<file path="src/hdl/pofs_pkg.sv">
// Package for the forced output stop block: states, carriers and levels
package pofs_pkg;

    // Forced stop state machine
    typedef enum logic {
        ST_RUN,
        ST_STOPPED
    } pofs_state_e;

    // Pin drive carrier: level and output enable
    typedef struct packed {
        logic level;
        logic oe;
    } pofs_pin_s;

    // Inactive level of the LED drive pin (LED off)
    localparam logic OUT_INACTIVE = 1'h1;
    // Release the pin in reset (output enable low) instead of driving the fixed inactive level
    localparam logic FIXED_MODE_RESET = 1'h0;
    localparam logic CMP_RESET = 1'h0;

endpackage

</file>
<file path="src/hdl/pofs_edge.sv">
// Rising edge detector for the comparator output
`timescale 1ns/1ns
`default_nettype none

module pofs_edge (
    // Clock and reset
    input wire logic clk,
    input wire logic rst,
    // Level in, pulse out
    input wire logic level_in,
    output logic level_q,
    output logic rise
);

    logic level_r;

    always_ff @(posedge clk or posedge rst) begin
        if (rst) begin
            level_r <= pofs_pkg::CMP_RESET;
        end else begin
            level_r <= level_in;
        end
    end

    assign level_q = level_r;
    assign rise = level_in & ~level_r;

endmodule

`default_nettype wire

</file>
<file path="src/hdl/pofs_top.sv">
// Forced output stop of one PWM output channel on over-current
`timescale 1ns/1ns
`default_nettype none

// Behaviour
// - Stop forces pin to Hi-Z or fixed level in hardware only.
// - During a stop the LED drive output sits at its inactive level when FIXED_MODE is high, and is high impedance when it is low.
// - Comparator output is high above reference, low below it.
// - Comparator rising edge switches PWM output to high impedance, or to the fixed level when FIXED_MODE is high.
// - Release writes are ignored while the comparator output is high.
// - With comparator low, a release write resumes normal PWM output.
module pofs_top (
    // Clock and reset
    input wire logic MCLK,
    input wire logic RST,
    // PWM timer unit output before stop control
    input wire logic PWM_IN,
    // Current sense comparator result, high when over current
    input wire logic COMPARATOR_OUTPUT,
    // Stop control from software
    input wire logic STOP_RELEASE_TRIGGER,
    input wire logic FIXED_MODE,
    // Controlled pin pwm_output_ch0
    output logic PWM_OUTPUT_CH0_O,
    output logic PWM_OUTPUT_CH0_OE,
    // Status
    output logic STOP_ACTIVE,
    output logic STOP_ENTERED
);

    pofs_pkg::pofs_state_e state_r;
    pofs_pkg::pofs_state_e state_nxt;
    pofs_pkg::pofs_pin_s pin_r;
    pofs_pkg::pofs_pin_s pin_nxt;
    logic cmp_rise;
    logic entered_r;

    function automatic logic is_stopped(input pofs_pkg::pofs_state_e st);
        return st == pofs_pkg::ST_STOPPED;
    endfunction

    // The comparator itself is analog and outside; its sense is taken as given
    pofs_edge u_edge (
        .clk(MCLK),
        .rst(RST),
        .level_in(COMPARATOR_OUTPUT),
        .level_q(),
        .rise(cmp_rise)
    );

    // Release must see the live comparator level so a write during over-current is lost
    always_comb begin
        state_nxt = state_r;
        unique case (state_r)
            pofs_pkg::ST_RUN: begin
                if (cmp_rise) begin
                    state_nxt = pofs_pkg::ST_STOPPED;
                end
            end
            pofs_pkg::ST_STOPPED: begin
                if (STOP_RELEASE_TRIGGER && !COMPARATOR_OUTPUT) begin
                    state_nxt = pofs_pkg::ST_RUN;
                end else begin
                    state_nxt = pofs_pkg::ST_STOPPED;
                end
            end
        endcase
    end

    always_ff @(posedge MCLK or posedge RST) begin
        if (RST) begin
            state_r <= pofs_pkg::ST_RUN;
        end else begin
            state_r <= state_nxt;
        end
    end

    // A stop edge in the same cycle as a release keeps the stop; the edge wins
    always_comb begin
        pin_nxt.level = PWM_IN;
        pin_nxt.oe = 1'h1;
        if (is_stopped(state_nxt)) begin
            pin_nxt.level = pofs_pkg::OUT_INACTIVE;
            pin_nxt.oe = FIXED_MODE;
        end
    end

    always_ff @(posedge MCLK or posedge RST) begin
        if (RST) begin
            pin_r.level <= pofs_pkg::OUT_INACTIVE;
            pin_r.oe <= pofs_pkg::FIXED_MODE_RESET;
        end else begin
            pin_r <= pin_nxt;
        end
    end

    always_ff @(posedge MCLK or posedge RST) begin
        if (RST) begin
            entered_r <= 1'h0;
        end else begin
            entered_r <= !is_stopped(state_r) && is_stopped(state_nxt);
        end
    end

    assign PWM_OUTPUT_CH0_O = pin_r.level;
    assign PWM_OUTPUT_CH0_OE = pin_r.oe;
    assign STOP_ACTIVE = is_stopped(state_r);
    assign STOP_ENTERED = entered_r;

endmodule

`default_nettype wire

</file>
<file path="config.mk">
export PLATFORM = sky130hd
export DESIGN_NAME = pofs_top
export DESIGN_NICKNAME = d
export VERILOG_FILES = /design/src/hdl/pofs_pkg.sv /design/src/hdl/pofs_edge.sv /design/src/hdl/pofs_top.sv
export SDC_FILE = /design/constraint.sdc
export NUM_CORES = 1
export LEC_CHECK = 0
export ABC_AREA = 1
export CAP_MARGIN = 20
export CORE_AREA = 2 2 39 41
export CTS_BUF_LIST = sky130_fd_sc_hd__clkbuf_8
export DETAILED_ROUTE_END_ITERATION = 6
export DIE_AREA = 0 0 41 43
export DONT_BUFFER_PORTS = 1
export GPL_ROUTABILITY_DRIVEN = 0
export REMOVE_ABC_BUFFERS = 1
export SYNTH_ARGS = -nofsm -noshare
export SYNTH_HDL_FRONTEND = slang
export SYNTH_SLANG_ARGS = --single-unit
</file>
<file path="constraint.sdc">
create_clock -name MCLK -period 0.8 [get_ports MCLK]
set_input_delay 0.08 -clock MCLK [delete_from_list [all_inputs] [get_ports MCLK]]
set_output_delay 0.08 -clock MCLK [all_outputs]
set_load 0.005 [all_outputs]
</file>
==> impl_results.md <==
- Status: finished, violations left
- Failing checks: negative setup slack
- Crit-path max FO: 1
- Nets: 35
- Async set or reset register ratio after synthesis: 100%
- Max Slew Vio Count: 0
- Synth cell types: 6
- Root Driver: clkbuf_8
- Post-synth top flop: dfrtp_1
- Synthesis Warnings: 0
- Hold Vio Cnt, Final: 0
- CP arrival: 740 ps
- Synth cell count leaders: inv_1 (7), dfrtp_1 (4), nand2_1 (4)
- Overflow after GRT: 0
- Clock buffer depth: 2
- Count of input and output buffers: 0
- Register Area: 126 um2
- Required time worst endpoint: 720 ps
- Total CTS buffers: 3
- Layout Cells excl Fill: 44
- Syn_area_per_cell: 9.45 um2
- Drt first pass iters: 2
- Fill count: 153
- Hold/Removal Path Class: in2reg
- Cell Pwr Density: 2790 mW/mm2
- CTS tree: yes
- Met3 wire length: 29 um
- Area leader, netlist: dfrtp_1
- Core Region: 0.00138 mm2
- Post-route setup slack: -19.1 ps
- # setup viols final: 1
- Postcts setup bufs: 0
- Metal-1 WL: 152 um
- CTS Sinks: 5
- R2r worst-path depth: 3
- Met2 WL: 219 um
- DRC viols: 0
- Hold WS: 8.87 ps
- Overall routing resource usage: 5.81%
- Clk_lat worst skew: 220 ps
- Part of the cycle the worst path needs: 102%
- Starting Density: 13.7%
- Avg WL per Cell: 9.48 um
- Final WL: 417 um
- Total power draw: 0.833 mW
- Seq cells post-synth: 5
- Initial antenna violation count: 0
- Highest ir drop seen on vdd: 0.318 mV
- Clock skew: 1.30 ps
- Worst setup SP type: flip-flop
- Fin area: 299 um2
- Top post-synthesis cells by area: dfrtp_1 (53%), dfstp_2 (14%), inv_1 (14%), nand3_1 (7.9%), nand2_1 (7.9%)
- Reg clk slew, reported paths: 40 ps
- Crit Path Category: reg2out
- Fmax: 1220 MHz
- EDFF count, synth: 0
- Cell Area, Synth: 189 um2
- Die Height: 43 um
- Synth Instances: 20
- First-pass GRT wire length: 593 um
- Setup crit end kind: primary output
- Final min period: 819 ps
- Max transition margin: 87.2%
- Final Util: 21.6%
- Die W: 41 um
- Hold Crit Depth: 2
- Synth-to-Final Area Change: 58.3%
- Post-DP Area: 209 um2
- Static leakage: 0.163 nW
- Critical Path Stages: 0
- Top-Level Pins: 10
- Share of layout cells above drive strength 1: 21.4%
- Largest net degree at the start of global routing: 6
- Most frequent cell after synthesis: inv_1
- H-Tree Depth: 1
- Sequential share of the synthesized area: 66.9%
- Vias in the first global route: 156
- Via-per-instance ratio: 3.36
- Placed cell count: 36
- Die area: 0.00176 mm2
- Worst Tran Pin Value: 191 ps
- Num rows: 14
- Multi-input logic area: 41.3 um2
- DPL Wire Length: 300 um
- RSZ-0062 raised after global routing: yes
- Top cell type's share of synthesized area: 53.0%
- Via Count: 148
- Antenna Cells: 0
- Max layer used: met4
- Antenna Violating Nets Remaining: 0
- Max cap viols: 0
- Initial drt markers: 1
timing repair:
item,in CTS,in global routing
setup endpoints to repair,1,2
gates resized for setup,0,1
hold buffers,4,0
hold endpoints to repair,8,0
flip-flops by register name, summed over array words and instances (netlist names):
signal / cells
STOP_ENTERED: 1
PWM_OUTPUT_CH0_O: 1
u_edge.level_q: 1
PWM_OUTPUT_CH0_OE: 1
STOP_ACTIVE: 1
layout by cell type, fill, tap and decap left out:
| cell type | Yosys | final |
|---|---|---|
| dlygate4sd3_1 | 0 | 4 |
| nand3_2 | 0 | 1 |
| nand2_2 | 1 | 1 |
| inv_1 | 7 | 8 |
| nand3_1 | 3 | 2 |
| clkbuf_8 | 0 | 3 |
| dfrtp_1 | 4 | 4 |
| nand2_1 | 4 | 4 |
| dfstp_2 | 1 | 1 |
layout make-up:
class	count	share of cell area [%]
sequential	5	42.3
multi-input combinational	8	13.8
clock buffer	3	13.8
timing repair buffer	4	13.4
inverter	7	8.79
tap	16	6.69
clock inverter	1	1.26
through the flow:
| stage | setup slack (ps) | TNS, ps |
|---|---|---|
| finish | -19.1 | -19.1 |
| global route | -35.2 | -35.2 |
| CTS | -23.0 | -23.0 |
| detailed placement | 44.3 | 0 |
| global placement | 53.7 | 0 |
| floorplan | 111 | 0 |
where the power goes:
part	switching [mW]	leakage [nW]	internal, mW
Sequential	0.0183	0.0577	0.287
Combinational	0.0346	0.0785	0.0293
Clock	0.134	0.0269	0.330
Total	0.187	0.163	0.646
worst paths after layout:
kind                              startpoint               end  slack (ps)
min in group asynchronous                RST       STOP_ACTIVE         200
hold reg to reg               u_edge.level_q      STOP_ENTERED         550
setup / recovery            PWM_OUTPUT_CH0_O  PWM_OUTPUT_CH0_O         -20
hold / removal             COMPARATOR_OUTPUT      STOP_ENTERED           9
setup reg to reg                 STOP_ACTIVE  PWM_OUTPUT_CH0_O          70
max in group asynchronous                RST  PWM_OUTPUT_CH0_O         360
metal layers:
layer	GRT usage, %	vias to the layer above
met2	8.13	8
li1	-	71
met1	4.46	67
met4	10.0	0
met5	0	-
met3	1.57	2
cells by family (layout without fill, tap and decap cells):
logic type / Yosys count / in the layout / synth area share [%]
DFF: 5 / 5 / 66.9
and+or+nand+nor: 8 / 8 / 19.2
buffers and inverters: 7 / 15 / 13.9
Note: power is estimated with default switching activity, not from simulation.
